[config.mk]
export PLATFORM = sky130hd
export DESIGN_NAME = adc_config_serial_port
export DESIGN_NICKNAME = d
export VERILOG_FILES = /design/src/adc_cfg_pkg.sv /design/src/cfg_byte_buffer.sv /design/src/adc_config_serial_port.sv
export SDC_FILE = /design/constraint.sdc
export NUM_CORES = 1
export LEC_CHECK = 0
export ABC_CLOCK_PERIOD_IN_PS = 4200
export BUFFER_PORTS_ARGS = -buffer_cell sky130_fd_sc_hd__buf_2
export CAP_MARGIN = 25
export CORE_MARGIN = 2
export CORE_UTILIZATION = 25
export CTS_CLUSTER_DIAMETER = 200
export DETAILED_ROUTE_END_ITERATION = 16
export MAX_ROUTING_LAYER = met4
export SLEW_MARGIN = 20
export SYNTH_ARGS = -nofsm -noshare
export SYNTH_HDL_FRONTEND = slang
export SYNTH_SLANG_ARGS = --single-unit
[constraint.sdc]
create_clock -name clk -period 4.2 [get_ports clk]
set_input_delay 0.84 -clock clk [delete_from_list [all_inputs] [get_ports clk]]
set_output_delay 0.84 -clock clk [all_outputs]
set_load 0.02 [all_outputs]
[src/adc_cfg_pkg.sv]
// Shared constants and types for the converter configuration port controller
package adc_cfg_pkg;

   // ------------------------------------------------------------
   // Software register map
   // ------------------------------------------------------------
   localparam int REG_ADDR_W = 4;
   localparam int REG_DATA_W = 16;
   localparam logic [3:0] REG_CTRL = 4'h0;
   localparam logic [3:0] REG_START_ADDR = 4'h1;
   localparam logic [3:0] REG_STREAM_LEN = 4'h2;
   localparam logic [3:0] REG_STATUS = 4'h3;
   // Address bit 3 high selects the byte buffer, low bits pick the entry
   localparam int BUF_SEL_BIT = 3;

   // ------------------------------------------------------------
   // Control register fields
   // ------------------------------------------------------------
   localparam int CTRL_START = 0;
   localparam int CTRL_READ = 1;
   localparam int CTRL_LEN_LO = 2;
   localparam int CTRL_LSB_FIRST = 4;
   localparam int CTRL_STRAP_MODE = 5;
   localparam int CTRL_DCS_LEVEL = 6;
   localparam int CTRL_FMT_LEVEL = 7;
   localparam int CTRL_OUT_DISABLE = 8;
   localparam int CTRL_POWERDOWN = 9;
   localparam int CTRL_PAUSE = 10;
   // Stabiliser strap high, all else low, serial mode
   localparam logic [15:0] CTRL_RESET = 16'h0040;
   localparam logic [15:0] CTRL_WR_MASK = 16'h07FE;

   // ------------------------------------------------------------
   // Status register fields
   // ------------------------------------------------------------
   localparam int ST_BUSY = 0;
   localparam int ST_DONE = 1;

   // ------------------------------------------------------------
   // Frame layout
   // ------------------------------------------------------------
   localparam int INSTR_BITS = 16;
   localparam int BYTE_BITS = 8;
   localparam int ADDR_BITS = 13;
   localparam logic [1:0] LEN_STREAM = 2'b11;
   localparam logic [3:0] STREAM_LEN_RESET = 4'h1;
   localparam logic [4:0] INSTR_BITS_5 = 5'h10;
   localparam logic [4:0] BYTE_BITS_5 = 5'h08;

   // ------------------------------------------------------------
   // Timing
   // ------------------------------------------------------------
   localparam int CLK_PERIOD_NS = 100;
   localparam int SCLK_HALF_NS = 400;
   localparam int SCLK_HALF_CYC = (SCLK_HALF_NS + CLK_PERIOD_NS - 1) / CLK_PERIOD_NS;
   localparam int HALF_W = 8;

   typedef enum logic [2:0] {
      ST_IDLE = 3'b000,
      ST_LOW = 3'b001,
      ST_HIGH = 3'b010,
      ST_PAUSE = 3'b011,
      ST_FINISH = 3'b100
   } state_t;

endpackage

[src/cfg_byte_buffer.sv]
// Small byte buffer with one write port and two registered read ports
`timescale 1ns/1ps
`default_nettype none
module cfg_byte_buffer #(
   parameter int WIDTH = 8,
   parameter int DEPTH = 8,
   parameter int AW = 3
) (
   // Clock
   input wire logic clk,
   // Write port
   input wire logic wrEn,
   input wire logic [AW-1:0] wrAddr,
   input wire logic [WIDTH-1:0] wrData,
   // Read ports
   input wire logic [AW-1:0] rdAddrA,
   output logic [WIDTH-1:0] rdDataA,
   input wire logic [AW-1:0] rdAddrB,
   output logic [WIDTH-1:0] rdDataB
);

   logic [WIDTH-1:0] mem [DEPTH];

   always_ff @(posedge clk)
   begin
      if (wrEn)
      begin
         mem[wrAddr] <= wrData;
      end
   end

   always_ff @(posedge clk)
   begin
      rdDataA <= mem[rdAddrA];
      rdDataB <= mem[rdAddrB];
   end

endmodule
`default_nettype wire

[src/adc_config_serial_port.sv]
// Host-side controller for the converter's three-wire configuration port
`timescale 1ns/1ps
`default_nettype none
module adc_config_serial_port #(
   parameter int BUF_DEPTH = 8,
   parameter int BUF_AW = 3
) (
   // Clock and reset
   input wire logic clk,
   input wire logic rst_n,
   // Software register port
   input wire logic [adc_cfg_pkg::REG_ADDR_W-1:0] regAddr,
   input wire logic [adc_cfg_pkg::REG_DATA_W-1:0] regWdata,
   input wire logic regWr,
   input wire logic regRd,
   output logic [adc_cfg_pkg::REG_DATA_W-1:0] regRdata,
   // Device pins
   output logic portSelectN,
   output logic shiftClockFormatStrap,
   input wire logic bidirDataStabiliserStrapIn,
   output logic bidirDataStabiliserStrapOut,
   output logic bidirDataStabiliserStrapOe,
   output logic outputDisablePin,
   output logic powerdownPin
);

   localparam int HALF_BITS = adc_cfg_pkg::HALF_W;
   localparam logic [adc_cfg_pkg::HALF_W-1:0] HALF_LAST =
      HALF_BITS'(adc_cfg_pkg::SCLK_HALF_CYC - 1);

   // ------------------------------------------------------------
   // Reset release and pin synchronisers
   // ------------------------------------------------------------
   logic rstMeta_ff, rstSync_ff, rstn;
   logic sdioMeta_ff, sdioSync_ff;

   always_ff @(posedge clk or negedge rst_n)
   begin
      if (!rst_n)
      begin
         rstMeta_ff <= 1'b0;
         rstSync_ff <= 1'b0;
      end
      else
      begin
         rstMeta_ff <= 1'b1;
         rstSync_ff <= rstMeta_ff;
      end
   end
   assign rstn = rstSync_ff;

   always_ff @(posedge clk or negedge rstn)
   begin
      if (!rstn)
      begin
         sdioMeta_ff <= 1'b0;
         sdioSync_ff <= 1'b0;
      end
      else
      begin
         sdioMeta_ff <= bidirDataStabiliserStrapIn;
         sdioSync_ff <= sdioMeta_ff;
      end
   end

   // ------------------------------------------------------------
   // Software registers
   // ------------------------------------------------------------
   logic [15:0] ctrl_ff;
   logic [adc_cfg_pkg::ADDR_BITS-1:0] startAddr_ff;
   logic [3:0] streamLen_ff;
   logic done_ff, donePulse, busy, startPulse, swBufWr, ctrlWr;
   logic [15:0] ctrlNow;
   adc_cfg_pkg::state_t state_ff;

   assign busy = (state_ff != adc_cfg_pkg::ST_IDLE);
   assign ctrlWr = regWr && (regAddr == adc_cfg_pkg::REG_CTRL);
   // A start write carries its own settings, so the frame takes them from the write
   assign ctrlNow = ctrlWr ? (regWdata & adc_cfg_pkg::CTRL_WR_MASK) : ctrl_ff;
   assign swBufWr = regWr && regAddr[adc_cfg_pkg::BUF_SEL_BIT];
   // Starts are ignored while a frame runs or the pins are in static mode
   assign startPulse = ctrlWr && regWdata[adc_cfg_pkg::CTRL_START] && !busy &&
      !ctrlNow[adc_cfg_pkg::CTRL_STRAP_MODE];

   // Frame settings are latched at start, so ctrl may change mid-frame
   always_ff @(posedge clk or negedge rstn)
   begin
      if (!rstn)
      begin
         ctrl_ff <= adc_cfg_pkg::CTRL_RESET;
         startAddr_ff <= '0;
         streamLen_ff <= adc_cfg_pkg::STREAM_LEN_RESET;
      end
      else if (regWr)
      begin
         if (regAddr == adc_cfg_pkg::REG_CTRL)
            ctrl_ff <= regWdata & adc_cfg_pkg::CTRL_WR_MASK;
         if (regAddr == adc_cfg_pkg::REG_START_ADDR)
            startAddr_ff <= regWdata[adc_cfg_pkg::ADDR_BITS-1:0];
         if (regAddr == adc_cfg_pkg::REG_STREAM_LEN)
            streamLen_ff <= regWdata[3:0];
      end
   end

   // Completion flag: a new completion wins over a clear in the same cycle
   always_ff @(posedge clk or negedge rstn)
   begin
      if (!rstn)
         done_ff <= 1'b0;
      else if (donePulse)
         done_ff <= 1'b1;
      else if (regWr && regAddr == adc_cfg_pkg::REG_STATUS &&
               regWdata[adc_cfg_pkg::ST_DONE])
         done_ff <= 1'b0;
   end

   // ------------------------------------------------------------
   // Byte buffer
   // ------------------------------------------------------------
   logic [7:0] memRdA, memRdB, rxNew;
   logic [BUF_AW-1:0] nextByte_ff, rxIdx_ff;
   logic engWr;

   cfg_byte_buffer #(
      .WIDTH(adc_cfg_pkg::BYTE_BITS),
      .DEPTH(BUF_DEPTH),
      .AW(BUF_AW)
   ) u_buf (
      .clk(clk),
      .wrEn(engWr || (swBufWr && !busy)),
      .wrAddr(engWr ? rxIdx_ff : regAddr[BUF_AW-1:0]),
      .wrData(engWr ? rxNew : regWdata[7:0]),
      .rdAddrA(regAddr[BUF_AW-1:0]),
      .rdDataA(memRdA),
      .rdAddrB(nextByte_ff),
      .rdDataB(memRdB)
   );

   // ------------------------------------------------------------
   // Read-back, data one cycle after the strobe
   // ------------------------------------------------------------
   logic [15:0] regRd_ff;
   logic selBuf_ff;

   always_ff @(posedge clk or negedge rstn)
   begin
      if (!rstn)
      begin
         regRd_ff <= '0;
         selBuf_ff <= 1'b0;
      end
      else
      begin
         selBuf_ff <= regRd && regAddr[adc_cfg_pkg::BUF_SEL_BIT];
         regRd_ff <= '0;
         if (regRd)
         begin
            case (regAddr)
               adc_cfg_pkg::REG_CTRL: regRd_ff <= ctrl_ff;
               adc_cfg_pkg::REG_START_ADDR: regRd_ff <= {3'b000, startAddr_ff};
               adc_cfg_pkg::REG_STREAM_LEN: regRd_ff <= {12'h000, streamLen_ff};
               adc_cfg_pkg::REG_STATUS: regRd_ff <= {14'h0000, done_ff, busy};
               default: regRd_ff <= '0;
            endcase
         end
      end
   end
   // Buffer entries come from the memory's own output register
   assign regRdata = selBuf_ff ? {8'h00, memRdA} : regRd_ff;

   // ------------------------------------------------------------
   // Frame engine
   // ------------------------------------------------------------
   logic [adc_cfg_pkg::HALF_W-1:0] halfCnt_ff;
   logic [4:0] bitsLeft_ff;
   logic [3:0] bytesLeft_ff, frameBytes_ff;
   logic [15:0] shift_ff, nxtShift, loadWord;
   logic [7:0] rx_ff;
   logic inInstr_ff, frameRead_ff, frameLsb_ff, framePause_ff, halfDone, unitEnd, lastByte;
   logic [1:0] lenCode;
   logic [3:0] startBytes;

   assign lenCode = ctrlNow[adc_cfg_pkg::CTRL_LEN_LO +: 2];
   assign startBytes = (lenCode == adc_cfg_pkg::LEN_STREAM) ? streamLen_ff :
      {2'b00, lenCode} + 4'h1;
   assign halfDone = (halfCnt_ff == HALF_LAST);
   assign unitEnd = (bitsLeft_ff == 5'h01);
   assign lastByte = (bytesLeft_ff == 4'h1);
   assign nxtShift = frameLsb_ff ? (shift_ff >> 1) : (shift_ff << 1);
   assign rxNew = frameLsb_ff ? {sdioSync_ff, rx_ff[7:1]} :
      {rx_ff[6:0], sdioSync_ff};
   assign loadWord = frameLsb_ff ? {8'h00, memRdB} : {memRdB, 8'h00};
   assign engWr = (state_ff == adc_cfg_pkg::ST_HIGH) && halfDone && unitEnd &&
      !inInstr_ff && frameRead_ff;
   assign donePulse = (state_ff == adc_cfg_pkg::ST_FINISH) && halfDone;

   always_ff @(posedge clk or negedge rstn)
   begin
      if (!rstn)
      begin
         state_ff <= adc_cfg_pkg::ST_IDLE;
         halfCnt_ff <= '0;
         bitsLeft_ff <= '0;
         bytesLeft_ff <= '0;
         frameBytes_ff <= '0;
         shift_ff <= '0;
         rx_ff <= '0;
         inInstr_ff <= 1'b0;
         frameRead_ff <= 1'b0;
         frameLsb_ff <= 1'b0;
         framePause_ff <= 1'b0;
         nextByte_ff <= '0;
         rxIdx_ff <= '0;
         portSelectN <= 1'b1;
         shiftClockFormatStrap <= 1'b0;
         bidirDataStabiliserStrapOut <= 1'b0;
         bidirDataStabiliserStrapOe <= 1'b0;
      end
      else
      begin
         halfCnt_ff <= halfDone ? '0 : halfCnt_ff + 1'b1;
         case (state_ff)
            adc_cfg_pkg::ST_IDLE:
            begin
               halfCnt_ff <= '0;
               nextByte_ff <= '0;
               rxIdx_ff <= '0;
               if (ctrl_ff[adc_cfg_pkg::CTRL_STRAP_MODE])
               begin
                  // Select parked high, clock and data pins carry strap levels
                  portSelectN <= 1'b1;
                  shiftClockFormatStrap <= ctrl_ff[adc_cfg_pkg::CTRL_FMT_LEVEL];
                  bidirDataStabiliserStrapOut <= ctrl_ff[adc_cfg_pkg::CTRL_DCS_LEVEL];
                  bidirDataStabiliserStrapOe <= 1'b1;
               end
               else if (startPulse)
               begin
                  frameRead_ff <= ctrlNow[adc_cfg_pkg::CTRL_READ];
                  frameLsb_ff <= ctrlNow[adc_cfg_pkg::CTRL_LSB_FIRST];
                  framePause_ff <= ctrlNow[adc_cfg_pkg::CTRL_PAUSE];
                  frameBytes_ff <= startBytes;
                  bytesLeft_ff <= startBytes;
                  bitsLeft_ff <= adc_cfg_pkg::INSTR_BITS_5;
                  inInstr_ff <= 1'b1;
                  shift_ff <= {ctrlNow[adc_cfg_pkg::CTRL_READ], lenCode, startAddr_ff};
                  bidirDataStabiliserStrapOut <= ctrlNow[adc_cfg_pkg::CTRL_LSB_FIRST] ?
                     startAddr_ff[0] : ctrlNow[adc_cfg_pkg::CTRL_READ];
                  bidirDataStabiliserStrapOe <= 1'b1;
                  portSelectN <= 1'b0;
                  shiftClockFormatStrap <= 1'b0;
                  state_ff <= adc_cfg_pkg::ST_LOW;
               end
               else
               begin
                  // Idle serial port: everything quiet, data pin released
                  portSelectN <= 1'b1;
                  shiftClockFormatStrap <= 1'b0;
                  bidirDataStabiliserStrapOe <= 1'b0;
               end
            end
            adc_cfg_pkg::ST_LOW:
            begin
               if (halfDone)
               begin
                  shiftClockFormatStrap <= 1'b1;
                  state_ff <= adc_cfg_pkg::ST_HIGH;
               end
            end
            adc_cfg_pkg::ST_HIGH:
            begin
               if (halfDone)
               begin
                  shiftClockFormatStrap <= 1'b0;
                  rx_ff <= rxNew;
                  bitsLeft_ff <= bitsLeft_ff - 5'h01;
                  state_ff <= adc_cfg_pkg::ST_LOW;
                  if (!unitEnd)
                  begin
                     shift_ff <= nxtShift;
                     bidirDataStabiliserStrapOut <= frameLsb_ff ? nxtShift[0] : nxtShift[15];
                  end
                  else if (!inInstr_ff && lastByte)
                  begin
                     state_ff <= adc_cfg_pkg::ST_FINISH;
                  end
                  else
                  begin
                     bitsLeft_ff <= adc_cfg_pkg::BYTE_BITS_5;
                     shift_ff <= loadWord;
                     nextByte_ff <= nextByte_ff + 1'b1;
                     bidirDataStabiliserStrapOut <= frameLsb_ff ? loadWord[0] : loadWord[15];
                     if (inInstr_ff)
                     begin
                        inInstr_ff <= 1'b0;
                        // Release the data pin so the device can answer
                        bidirDataStabiliserStrapOe <= !frameRead_ff;
                     end
                     else
                     begin
                        bytesLeft_ff <= bytesLeft_ff - 4'h1;
                        rxIdx_ff <= rxIdx_ff + 1'b1;
                     end
                     if (framePause_ff)
                     begin
                        portSelectN <= 1'b1;
                        state_ff <= adc_cfg_pkg::ST_PAUSE;
                     end
                  end
               end
            end
            adc_cfg_pkg::ST_PAUSE:
            begin
               // Select returns low a full half period before the next rise
               if (halfDone)
               begin
                  portSelectN <= 1'b0;
                  state_ff <= adc_cfg_pkg::ST_LOW;
               end
            end
            adc_cfg_pkg::ST_FINISH:
            begin
               if (halfDone)
               begin
                  portSelectN <= 1'b1;
                  bidirDataStabiliserStrapOe <= 1'b0;
                  state_ff <= adc_cfg_pkg::ST_IDLE;
               end
            end
            default:
            begin
               state_ff <= adc_cfg_pkg::ST_IDLE;
            end
         endcase
      end
   end

   // Static control pins: software must leave them low to use register control
   always_ff @(posedge clk or negedge rstn)
   begin
      if (!rstn)
      begin
         outputDisablePin <= 1'b0;
         powerdownPin <= 1'b0;
      end
      else
      begin
         outputDisablePin <= ctrl_ff[adc_cfg_pkg::CTRL_OUT_DISABLE];
         powerdownPin <= ctrl_ff[adc_cfg_pkg::CTRL_POWERDOWN];
      end
   end

   // ------------------------------------------------------------
   // Checks
   // ------------------------------------------------------------
   logic [7:0] riseCnt_ff;

   always_ff @(posedge clk or negedge rstn)
   begin
      if (!rstn)
         riseCnt_ff <= '0;
      else if (startPulse)
         riseCnt_ff <= '0;
      else if (state_ff == adc_cfg_pkg::ST_LOW && halfDone)
         riseCnt_ff <= riseCnt_ff + 8'h01;
   end

   a_first_edge: assert property (@(posedge clk) disable iff (!rstn)
      $fell(portSelectN) |-> !shiftClockFormatStrap [*3])
      else $error("clock rose too soon after select fell");

   a_clock_gated: assert property (@(posedge clk) disable iff (!rstn)
      (portSelectN && !ctrl_ff[adc_cfg_pkg::CTRL_STRAP_MODE] &&
      !$past(ctrl_ff[adc_cfg_pkg::CTRL_STRAP_MODE])) |-> !shiftClockFormatStrap)
      else $error("shift clock high while select high");

   a_frame_length: assert property (@(posedge clk) disable iff (!rstn)
      donePulse |-> riseCnt_ff == 8'(adc_cfg_pkg::INSTR_BITS) + {1'b0, frameBytes_ff, 3'b000})
      else $error("frame bit count differs from instruction length");

   a_rw_first: assert property (@(posedge clk) disable iff (!rstn)
      startPulse |=> bidirDataStabiliserStrapOut == (ctrl_ff[adc_cfg_pkg::CTRL_LSB_FIRST] ?
      startAddr_ff[0] : ctrl_ff[adc_cfg_pkg::CTRL_READ]))
      else $error("first instruction bit is wrong");

   a_turnaround: assert property (@(posedge clk) disable iff (!rstn)
      ($fell(bidirDataStabiliserStrapOe) && busy) |-> frameRead_ff &&
      riseCnt_ff == 8'(adc_cfg_pkg::INSTR_BITS))
      else $error("data pin released at the wrong point");

   a_write_drives: assert property (@(posedge clk) disable iff (!rstn)
      (busy && !frameRead_ff && !$past(startPulse)) |-> bidirDataStabiliserStrapOe)
      else $error("write frame left the data pin undriven");

   a_pause_bytes: assert property (@(posedge clk) disable iff (!rstn)
      ($rose(portSelectN) && state_ff == adc_cfg_pkg::ST_PAUSE) |->
      riseCnt_ff[2:0] == 3'b000 ##1 portSelectN [*3])
      else $error("pause not on a byte boundary");

   a_strap_pins: assert property (@(posedge clk) disable iff (!rstn)
      (ctrl_ff[adc_cfg_pkg::CTRL_STRAP_MODE] && !busy) |=>
      portSelectN && bidirDataStabiliserStrapOe &&
      shiftClockFormatStrap == $past(ctrl_ff[adc_cfg_pkg::CTRL_FMT_LEVEL]) &&
      bidirDataStabiliserStrapOut == $past(ctrl_ff[adc_cfg_pkg::CTRL_DCS_LEVEL]))
      else $error("static pin levels do not follow control");

endmodule
`default_nettype wire

==> Word level (Yosys, flattened, before mapping) <==
Memory sizes are Yosys's and may differ from the RTL's. A register that Yosys moved wholly into a read port is not among the register bits.
Index checks and enable logic that the tools add are counted.
{ "totals": {"reg_bits": 109, "n_memories": 1, "inputBits": 25, "ramBits": 64} }
{ "mem_list": {"columns": ["memory", "depth", "word_bits", "read_ports", "rd_clocked_by_memory_dff", "wr", "line", "source"], "rows": [
  ["u_buf.mem", 8, 8, 2, 2, 1, "cfg_byte_buffer.sv:22", "logic [WIDTH-1:0] mem [DEPTH];"]
]} }
{ "classes": {"bitwise_logic": 1, "reduce_logical": 44, "add_sub_neg": 6, "n_eq_ne": 24, "muxes": 87} }
{ "ops": {"columns": ["op", "n"], "rows": [
  ["$mux W16", 8],
  ["$pmux W13 S4", 1],
  ["$mux W3", 16],
  ["$mux W1", 32],
  ["$mux W8", 4],
  ["$pmux W16 S2", 1],
  ["$mux W4", 7],
  ["$mux W5", 5],
  ["$ne A2 B2 Y1 const B", 11],
  ["$reduce_and A6 Y1", 3],
  ["$logic_and A1 B1 Y1", 15],
  ["$pmux W3 S5", 1],
  ["$reduce_and A7 Y1", 2],
  ["$mux W13", 1],
  ["$pmux W3 S2", 2],
  ["$reduce_and A4 Y1", 3],
  ["$mux W11", 1],
  ["$pmux W5 S2", 1],
  ["$reduce_and A5 Y1", 2],
  ["$reduce_bool A3 Y1", 3],
  ["$add A8 B1 Y8 const B", 1],
  ["$eq A4 B1 Y1 const B", 2],
  ["$eq A4 B2 Y1 const B", 2],
  ["$eq A8 B2 Y1 const B", 1],
  ["other kinds (24)", 37]
]} }

==> Logic depth before layout (Yosys ltp) <==
Gate-level depths: netlist (run 1).
{ "logic_depth": {"depth_word": 8, "depth_mapped": 10, "depth_no_buf": 8} }

==> Hierarchy <==
A second synthesis (run 1) with hierarchy kept.
{ "unflattened": {"hier_cells": 708, "hier_area_um2": 8898.5} }
{ "by_module_without_submodules": {"columns": ["mod", "seq_area_each_um2", "area_each_um2", "n_inst", "cells_each"], "rows": [
  ["adc_config_serial_port", 2656.3, 5500.3, 1, 557],
  ["cfg_byte_buffer", 2242.2, 3398.3, 1, 151]
]} }

==> Least setup slack after synthesis (run 1) <==
No wires, ideal clock.
{ "synth_path": {"kind": "input to register", "start": "in regAddr[0] (netlist bit)", "end": "mem u_buf.mem[3][0], enable pin", "path_stages": 5, "required_time_ps": 3812, "setup_time_ps": 388, "path_buffers": 2, "path_slack_ps": 1247, "t_arrival_ps": 2566, "cell_sequence": "buf_4 > buf_1 > nand4_1 > and2_1 > o32ai_1"} }
{ "synth_between": {"elab_chain_cells": 1} }
{ "synth_rtl": {"columns": ["element", "line", "source"], "rows": [
  ["start: declaration", "adc_config_serial_port.sv:12", "input wire logic [adc_cfg_pkg::REG_ADDR_W-1:0] regAddr,"],
  ["$mux W3", "adc_config_serial_port.sv:131", ".wrAddr(engWr ? rxIdx_ff : regAddr[BUF_AW-1:0]),"],
  ["end: declaration", "cfg_byte_buffer.sv:22", null]
]} }
Every way passes these cells.

==> Final worst setup path (run 1) <==
{ "layout_path": {"start": "reg halfCnt_ff[0] (netlist bit)", "end": "mem u_buf.mem[0][1], enable pin"} }
{ "layout_between": {"elab_chain_cells": 8} }
{ "layout_rtl": {"columns": ["element", "line", "source"], "rows": [
  ["start: declaration", "adc_config_serial_port.sv:174", "logic [adc_cfg_pkg::HALF_W-1:0] halfCnt_ff;"],
  ["start signal: assignment", "adc_config_serial_port.sv:221", "halfCnt_ff <= halfDone ? '0 : halfCnt_ff + 1'b1;"],
  ["$eq A8 B2 Y1 *", "adc_config_serial_port.sv:186", "assign halfDone = (halfCnt_ff == HALF_LAST);"],
  ["$logic_and A1 B1 Y1 * (3 in series)", "adc_config_serial_port.sv:193", "assign engWr = (state_ff == adc_cfg_pkg::ST_HIGH) && halfDone && unitEnd &&"],
  ["$logic_and A1 B1 Y1 *", "adc_config_serial_port.sv:194", "!inInstr_ff && frameRead_ff;"],
  ["$logic_or A1 B1 Y1", "adc_config_serial_port.sv:130", ".wrEn(engWr || (swBufWr && !busy)),"],
  ["$mux W1", "cfg_byte_buffer.sv:26", "if (wrEn)"],
  ["$mux W1 (implied by the code)", "cfg_byte_buffer.sv:28", "mem[wrAddr] <= wrData;"]
]} }
Every way passes the cells marked *; elsewhere a longest branch is shown, timed or not.

==> results of run 1 <==
-- power groups by stage --
stage	clock (uW)	sequential, uW	combinational (uW)
2_1_floorplan	0	2320	962
3_3_place_gp	0	2420	1170
3_5_place_dp	0	2410	1210
4_1_cts	1700	2380	1210
5_1_grt	1780	2430	1360
6_report	1660	2380	1210
-- area by class of cell --
type	instances	share of cell area (%)
inverters	13	0.475
multi-input cells	439	35.9
clock inverters	15	1.96
diodes	2	0.0487
flip-flops and latches	186	47.7
repair buffers	66	4.24
clock buffers	17	4.14
well taps	455	5.54
-- layer usage --
layer  share of wire [%]  vias up  GRT usage, %
li1                    -     2640             -
met1                  47     2984          17.0
met2                  47      135          19.5
met3                 4.5       18          2.42
met4                 1.3        0          3.55
met5                   0        -             -
-- Yosys cell counts (13+ instances only) --
master | count | share of area (%)
o21ai_0 | 32 | 1.8
a21oi_1 | 32 | 1.8
nand2_1 | 45 | 1.9
clkbuf_1 | 15 | 0.63
buf_2 | 13 | 0.73
mux2i_1 | 22 | 2.5
mux4_2 | 34 | 8.6
dfrtp_1 | 103 | 29
dfxtp_1 | 16 | 3.6
nor2_1 | 55 | 2.3
inv_1 | 13 | 0.55
mux2_2 | 66 | 8.4
edfxtp_1 | 64 | 22
-- worst paths after layout --
| check | start | to | slack (ns) | cells past startpoint |
|---|---|---|---|---|
| setup / recovery | halfCnt_ff[0]$_DFF_PN0_ | u_buf.mem[0][1]$_DFFE_PP_ | 1.18 | 8 |
| hold / removal | rst_n | rstSync_ff$_DFF_PN0_ | 0.16 | 1 |
| setup reg to reg | halfCnt_ff[0]$_DFF_PN0_ | u_buf.mem[0][1]$_DFFE_PP_ | 1.18 | 8 |
| hold reg to reg | rstSync_ff$_DFF_PN0_ | sdioMeta_ff$_DFF_PN0_ | 0.33 | 0 |
| max in group asynchronous | rstSync_ff$_DFF_PN0_ | halfCnt_ff[6]$_DFF_PN0_ | 3.12 | 1 |
| min in group clk | rstMeta_ff$_DFF_PN0_ | rstSync_ff$_DFF_PN0_ | 0.36 | 0 |
-- registers in the layout, indices dropped and copies added (netlist names), 4 cells and up --
name           flops
shift_ff          16
halfCnt_ff         8
ctrl_ff           10
streamLen_ff       4
u_buf.mem         64
regRd_ff          13
startAddr_ff      13
u_buf.rdDataB      8
bytesLeft_ff       4
rx_ff              8
bitsLeft_ff        5
u_buf.rdDataA      8
-- worst max-delay path: cells and delay by family (launching register included) --
family | cells | cell delay, ns
simple gates | 3 | 0.95
compound gates | 2 | 0.64
flops | 1 | 0.41
fa+ha+maj | 1 | 0.25
buf+inv | 2 | 0.48
-- kinds of logic after synthesis --
family	Yosys count	share of synthesized area (%)
DFF	186	55.2
buffers and inverters	56	3.26
and+or+nand+nor	176	10.6
adders and majority gates	8	1.13
AOI/OAI and AO/OA	120	9.24
other	2	0.0847
xor gates and xnor gates	8	0.790
muxes	123	19.6
-- per-stage QoR --
stage,worst slack [ns],std cells
4_1_cts,1.19,1191
6_report,1.18,1193
3_5_place_dp,1.03,1159
3_3_place_gp,1.02,1156
2_1_floorplan,1.03,681
5_1_grt,0.984,1193
==> flow_summary.toml, run 1 <==
[timing]
min_period_ns = 3.02
setup_viol = 0
fmax_mhz = 331
clock_skew_ns = 0.0148
rsz0062_at_grt = "no"
worstMarginPinSlew_ns = 0.938
hold_viol = 0
tns_ns = 0
finalHoldWorstSlack_ns = 0.165
fin_crit_sh_pct = 71.9
slew_headroom_pct = 36.6
drv_slew = 0

[grt]
grt_pass1_vias = 5763
track_usage_pct = 12.6
grt_max_degree = 42
grt_pass1_wl_um = 34200
grt_overflow = 0
antenna_found_initial = 2

[worst_setup_path]
crit_type = "flop to flop"
required_ns = 4.35
cp_slowest_cell = "and2_0"
cp-end-kind = "flop"
arrival_ns = 3.17
cp_max_fo = 22
crit_path_start_kind = "flop"
critical_path.cell_chain = "ha_1, nor4b_2, and2_0, nand4_2, buf_4, a21o_1, o32ai_1, buf_4"
crit_path_max_incr_delay_ns = 0.43
critPathMostFrequentCell = "buf_4"

[cts]
clockBufferDepth = 2
cts_hold_buffers = 0
cts_root_buf = "clkbuf_16"
cts.reportedPaths.clkPinSlew_ns = 0.08
cts_buffers = 17
cts_tree = "done"
post_cts_buffers = 0
post_cts_resized = 0
clock_sinks = 186
clock_latency_ns = 0.44
htreeDepth = 4

[power]
power.internal_uw = 3480
power.net_switching_uw = 1770
p_clk_share_pct = 31.7
p_total_uw = 5250
leakage_uw = 0.00401
peakVddDrop_uv = 273
power_frac_seq_pct = 45.3
pwr-share-comb_pct = 23.0
p_sw_share_pct = 33.7
power.density_nw_per_um2 = 511

[die]
rows = 68
start_util_pct = 25.5
die_y_um = 192
fp.dieW_um = 192
io_pins = 47
design.core.area_um2 = 34700
fp.dieArea_um2 = 37000

[place]
portBuffers = 40
gp_congestion = 0.797
dpl_cell_area_um2 = 9640
dp_hpwl_um = 15300

[final_layout]
multi_input_area_um2 = 3690
finalInstanceArea_um2 = 10300
final_common_cell = "dfrtp_1"
area_growth_pct = 15.9
fin_nets = 756
final_util_pct = 29.6
drive_above_1_share_pct = 31.0
layout_common_cells = "dfrtp_1 (102), mux2_2 (66), edfxtp_1 (64)"
fill_cells = 3534
final-seq-area_um2 = 4900

[synth]
synth-seq-cells = 186
synthArstFlopShare_pct = 57.0
synth.distinct_cells = 80
synth_cells = 679
ys_warn_count = 0
synth_enable_flop_cells = 64
synth_seq_area_share_pct = 55.2
avgSynthCellArea_um2 = 13.1
syn_area_um2 = 8870
synth_ff_type = "dfrtp_1"

[outcome]
outcome = "completed"

[routing]
num_vias = 5777
drc = 0
wl_per_cell_um = 18.0
drtAntennaViolNets = 0
routed_via_density = 4.84
drt-pass1-iter-count = 8
drt_iter0_drc = 502
routed_wl_um = 21500

[run]
cap_violations = 0

[hold_path]
min_path_type = "input port to async pin"
Note: power is estimated with default switching activity, not from simulation.
==> inputs of run 2 (changes only) <==
--- a/config.mk
+++ b/config.mk
@@ -5,7 +5,7 @@
 export SDC_FILE = /design/constraint.sdc
 export NUM_CORES = 1
 export LEC_CHECK = 0
-export ABC_CLOCK_PERIOD_IN_PS = 4200
+export ABC_CLOCK_PERIOD_IN_PS = 3100
 export BUFFER_PORTS_ARGS = -buffer_cell sky130_fd_sc_hd__buf_2
 export CAP_MARGIN = 25
 export CORE_MARGIN = 2
==> constraint.sdc (replaced) <==
create_clock -name clk -period 3.1 [get_ports clk]
set_input_delay 0.62 -clock clk [delete_from_list [all_inputs] [get_ports clk]]
set_output_delay 0.62 -clock clk [all_outputs]
set_load 0.02 [all_outputs]
==> run 2 against run 1 <==
Maximum frequency increased by 11%. Setup slack got worse by 0.81 ns. Cell area increased by 0.84%. Clock skew about the same. Sequential cell count unchanged. Clock-buffer cell count unchanged. Non-clock buffer count increased by 12. Largest power group unchanged. Final cell count increased by 0.84%.
==> flow_summary.toml, run 2 (synthesis results as in run 1) <==
[outcome]
outcome = "completed"

[cts]
cts_root_buf = "clkbuf_16"
post_cts_buffers = 0
cts.reportedPaths.clkPinSlew_ns = 0.08
cts_buffers = 17
clock_latency_ns = 0.44
clock_sinks = 186
clockBufferDepth = 2
htreeDepth = 4
cts_tree = "done"
post_cts_resized = 0
cts_hold_buffers = 1

[place]
dp_hpwl_um = 15200
gp_congestion = 0.843
dp.cells = 1170
portBuffers = 40

[final_layout]
final_common_cell = "dfrtp_1"
final_util_pct = 29.9
stdcell_count = 1203
fin_nets = 768
area_growth_pct = 16.8
layout_common_cells = "dfrtp_1 (102), mux2_2 (66), edfxtp_1 (64)"
largestRegisters = "u_buf.mem x64, shift_ff x16"
largest_reg_flops = 64
fill_cells = 3504
max_flop_register = "u_buf.mem"
drive_above_1_share_pct = 32.0
antennaDiodeCount = 0

[routing]
wl_per_cell_um = 18.3
routed_wl_um = 22100
drt_iter0_drc = 591
drt-pass1-iter-count = 7
drtAntennaViolNets = 0
routed_via_density = 4.85
num_vias = 5830
drc = 0

[worst_setup_path]
worstReg2RegStart = "bitsLeft_ff[1]$_DFFE_PN0P_"
path_delay_family = "simple AND/OR/NAND/NOR gates"
cp-end-kind = "flop"
rrSetupSlack_ns = 0.37
crit_path_start_kind = "flop"
cp-endpoint = "u_buf.mem[0][5]$_DFFE_PP_"
critPathBufInv = 2
critical_path.cell_chain = "inv_1, ha_1, or4b_4, nor2_2, nand4_2, buf_4, o21ai_0"
r2r-end = "u_buf.mem[0][5]$_DFFE_PP_"
crit_type = "flop to flop"
arrival_ns = 2.85
reg2reg_depth = 7
cp_slowest_cell = "o21ai_0"
required_ns = 3.22
cp_max_fo = 22
crit_start = "bitsLeft_ff[1]$_DFFE_PN0P_"
crit_path_max_incr_delay_ns = 0.72
cp.depth = 7

[timing]
finalHoldWorstSlack_ns = 0.287
tns_ns = 0
min_period_ns = 2.73
slew_headroom_pct = 38.7
clock_skew_ns = 0.0147
worstMarginPinSlew_ns = 0.920
fin_crit_sh_pct = 88.1
rsz0062_at_grt = "no"
drv_slew = 0
setup_viol = 0
fmax_mhz = 366
hold_viol = 0

[grt]
track_usage_pct = 12.7
grt_pass1_wl_um = 34200
grt_max_degree = 105
antenna_found_initial = 1
grt_pass1_vias = 5788
grt_overflow = 0

[die]
fp.dieW_um = 192
io_pins = 47
fp.dieArea_um2 = 37000
start_util_pct = 25.5
die_y_um = 192
design.core.area_um2 = 34700
rows = 68

[power]
power.density_nw_per_um2 = 703
peakVddDrop_uv = 436
leakage_uw = 0.00407

[run]
cap_violations = 0

[hold_path]
min_path_type = "input port to flop"
## run 2: changes by cell type in the layout (fill, tap and decap cells not counted), sizes merged
cell	previous run	this run
diode	2	0
buf	66	77
dlygate4sd3	0	1
clkinv	5	7
inv	23	20
bufinv	0	1
## run 2: stage by stage
| stage | area [um^2] | setup WS, ns | total power (uW) |
|---|---|---|---|
| 2_1_floorplan | 8880 | 0.343 | 4450 |
| 3_3_place_gp | 9700 | 0.446 | 4940 |
| 3_5_place_dp | 9700 | 0.370 | 4970 |
| 4_1_cts | 10400 | 0.347 | 7340 |
| 5_1_grt | 10400 | 0.207 | 7680 |
| 6_report | 10400 | 0.368 | 7280 |
## run 2: worst reg2reg max path, cell delays in order, from the launching register on
cell	delay (ns)
dfrtp_1	0.38
inv_1	0.10
ha_1	0.16
or4b_4	0.59
nor2_2	0.14
nand4_2	0.11
buf_4	0.22
o21ai_0	0.73
## run 2: final cells by class
class	count	area [um^2]	area share [%]
clock buffer	17	425	4.11
timing repair buffer	78	500	4.83
tap	455	569	5.49
multi-input combinational	439	3690	35.6
inverter	13	48.8	0.471
clock inverter	15	228	2.20
sequential	186	4900	47.3
## run 2: how the worst min path moves through the flow
stage | start | end | depth (start not counted)
after global placement | sdioMeta_ff$_DFF_PN0_ | sdioSync_ff$_DFF_PN0_ | 0
after floorplan | rst_n | rstMeta_ff$_DFF_PN0_ | 0
after detailed placement | sdioMeta_ff$_DFF_PN0_ | sdioSync_ff$_DFF_PN0_ | 0
final | bidirDataStabiliserStrapIn | sdioMeta_ff$_DFF_PN0_ | 1
after CTS | bidirDataStabiliserStrapIn | sdioMeta_ff$_DFF_PN0_ | 1
after global routing | bidirDataStabiliserStrapIn | sdioMeta_ff$_DFF_PN0_ | 1
## run 2: per-layer routing
metal,up-vias,global-route usage (%),wire length [um]
li1,2683,-,-
met1,2959,16.7,10000
met2,177,20.3,10700
met3,11,2.71,1200
met4,0,2.44,165
met5,-,-,0
## run 2: power breakdown
part           switching (uW)  leakage (uW)  internal (uW)  total, uW
Sequential                283       0.00207           2870       3160
Clock                    1130      0.000314           1200       2330
Combinational            1020       0.00168            777       1790
Total                    2430       0.00407           4850       7280
==> inputs of run 3 (changes only) <==
--- a/config.mk
+++ b/config.mk
@@ -8,7 +8,6 @@
 export ABC_CLOCK_PERIOD_IN_PS = 3100
 export BUFFER_PORTS_ARGS = -buffer_cell sky130_fd_sc_hd__buf_2
 export CAP_MARGIN = 25
-export CORE_MARGIN = 2
 export CORE_UTILIZATION = 25
 export CTS_CLUSTER_DIAMETER = 200
 export DETAILED_ROUTE_END_ITERATION = 16
==> run 3 against run 2 <==
Global-route usage is 0.48 points higher. Sequential power hardly changed. Non-clock buffer count increased by 4. Setup slack improved by 0.022 ns. Total power grew 0.29%. Cell area rose by 0.33%. Via count up 0.72%. Clock skew rose by 0.0058 ns. Utilization grew 0.097 points. Largest cell class unchanged. Largest power group unchanged.
==> flow_summary.toml, run 3 (synthesis results as in run 1) <==
[final_layout]
layout_common_cells = "dfrtp_1 (102), mux2_2 (66), edfxtp_1 (64)"
area_growth_pct = 17.2
largestRegisters = "u_buf.mem x64, shift_ff x16"
largest_reg_flops = 64
fin_nets = 772
max_flop_register = "u_buf.mem"
drive_above_1_share_pct = 32.3
final_common_cell = "dfrtp_1"
fill_cells = 3513

[timing]
clock_skew_ns = 0.0205
slew_headroom_pct = 37.0
rsz0062_at_grt = "no"
min_period_ns = 2.71
tns_ns = 0
fin_crit_sh_pct = 87.4
drv_slew = 0
hold_viol = 0
fmax_mhz = 369
setup_slack_ns = 0.390
worstMarginPinSlew_ns = 0.936
setup_viol = 0

[die]
io_pins = 47
fp.dieW_um = 190
rows = 68
die_y_um = 190
design.core.area_um2 = 34700
fp.dieArea_um2 = 36200
start_util_pct = 25.5

[worst_setup_path]
crit_start = "bitsLeft_ff[1]$_DFFE_PN0P_"
arrival_ns = 2.82
crit_path_start_kind = "flop"
required_ns = 3.21
reg2reg_depth = 7
cp-end-kind = "flop"
worstReg2RegStart = "bitsLeft_ff[1]$_DFFE_PN0P_"
crit_type = "flop to flop"
cp_max_fo = 16

[cts]
cts_root_buf = "clkbuf_16"
cts_buffers = 17
htreeDepth = 4
post_cts_buffers = 0
clock_latency_ns = 0.45
cts_tree = "done"
cts.reportedPaths.clkPinSlew_ns = 0.08
clockBufferDepth = 2
clock_sinks = 186

[routing]
routed_via_density = 4.86
wl_per_cell_um = 18.4
drc = 0
routed_wl_um = 22300
num_vias = 5872
drt-pass1-iter-count = 9
drt_iter0_drc = 401
drtAntennaViolNets = 0

[hold_path]
hold_start = "bidirDataStabiliserStrapIn"
min_path_type = "input port to flop"
worstHoldPathCells = 1

[place]
portBuffers = 40
dp_hpwl_um = 15600
gp_congestion = 0.840
place_ws_ns = 0.392

[grt]
grt_pass1_wl_um = 35000
grt_overflow = 0
track_usage_pct = 13.2
antenna_found_initial = 1
grt_max_degree = 59
grt_pass1_vias = 5964

[run]
cap_violations = 0

[power]
peakVddDrop_uv = 305
power.density_nw_per_um2 = 702
leakage_uw = 0.00409

[outcome]
outcome = "completed"
## run 3: critical path, stage by stage, from the launching register on
cell	delay, ns
dfrtp_1	0.38
inv_1	0.10
ha_1	0.17
or4b_4	0.48
nor2_2	0.11
nand4_2	0.17
buf_4	0.23
o21ai_0	0.75
## run 3: worst paths after layout
| path | endpoint | slack, ns |
|---|---|---|
| worst min register to register | sdioSync_ff$_DFF_PN0_ | 0.35 |
| min in group asynchronous | shift_ff[4]$_DFFE_PN0P_ | 0.41 |
| worst min-delay path | sdioMeta_ff$_DFF_PN0_ | 0.28 |
| worst max register to register | u_buf.mem[4][0]$_DFFE_PP_ | 0.39 |
| max in group asynchronous | bitsLeft_ff[3]$_DFFE_PN0P_ | 1.94 |
| worst max-delay path | u_buf.mem[4][0]$_DFFE_PP_ | 0.39 |
## run 3: layout make-up
type                            count  area, um^2  share of cell area, %
Sequential cell                   186        4900                   47.2
Multi-Input combinational cell    439        3690                   35.5
Tap cell                          455         569                   5.48
Timing Repair Buffer               82         531                   5.10
Clock buffer                       17         425                   4.09
Clock inverter                     15         226                   2.18
Inverter                           13        48.8                  0.469
Antenna cell                        2        5.00                 0.0481
## run 3: power by group
part | internal, uW | switching (uW)
logic | 783 | 983
registers | 2870 | 298
clock network | 1150 | 1210
## run 3: layer usage
metal,up-vias,global-route usage [%],wire length (um)
met5,-,-,0
met3,25,2.82,1170
met4,0,3.66,384
met2,155,20.2,10400
li1,2683,-,-
met1,3009,17.5,10300
## run 3: metrics by stage
step	util (%)	area (um^2)	total power, uW	std cells	hold WS [ns]
after floorplan	-	8880	4450	681	0.324
after global placement	28.0	9730	4950	1174	0.334
after detailed placement	28.0	9730	4980	1174	0.337
after CTS	29.9	10400	7350	1207	0.264
after global routing	29.9	10400	7680	1208	0.261
final	29.9	10400	7300	1209	0.281
## run 3: timing repair
item	4_1_cts	5_1_grt
resized for setup	0	0
endpoints found under the hold margin	2	0
hold buffers	1	0
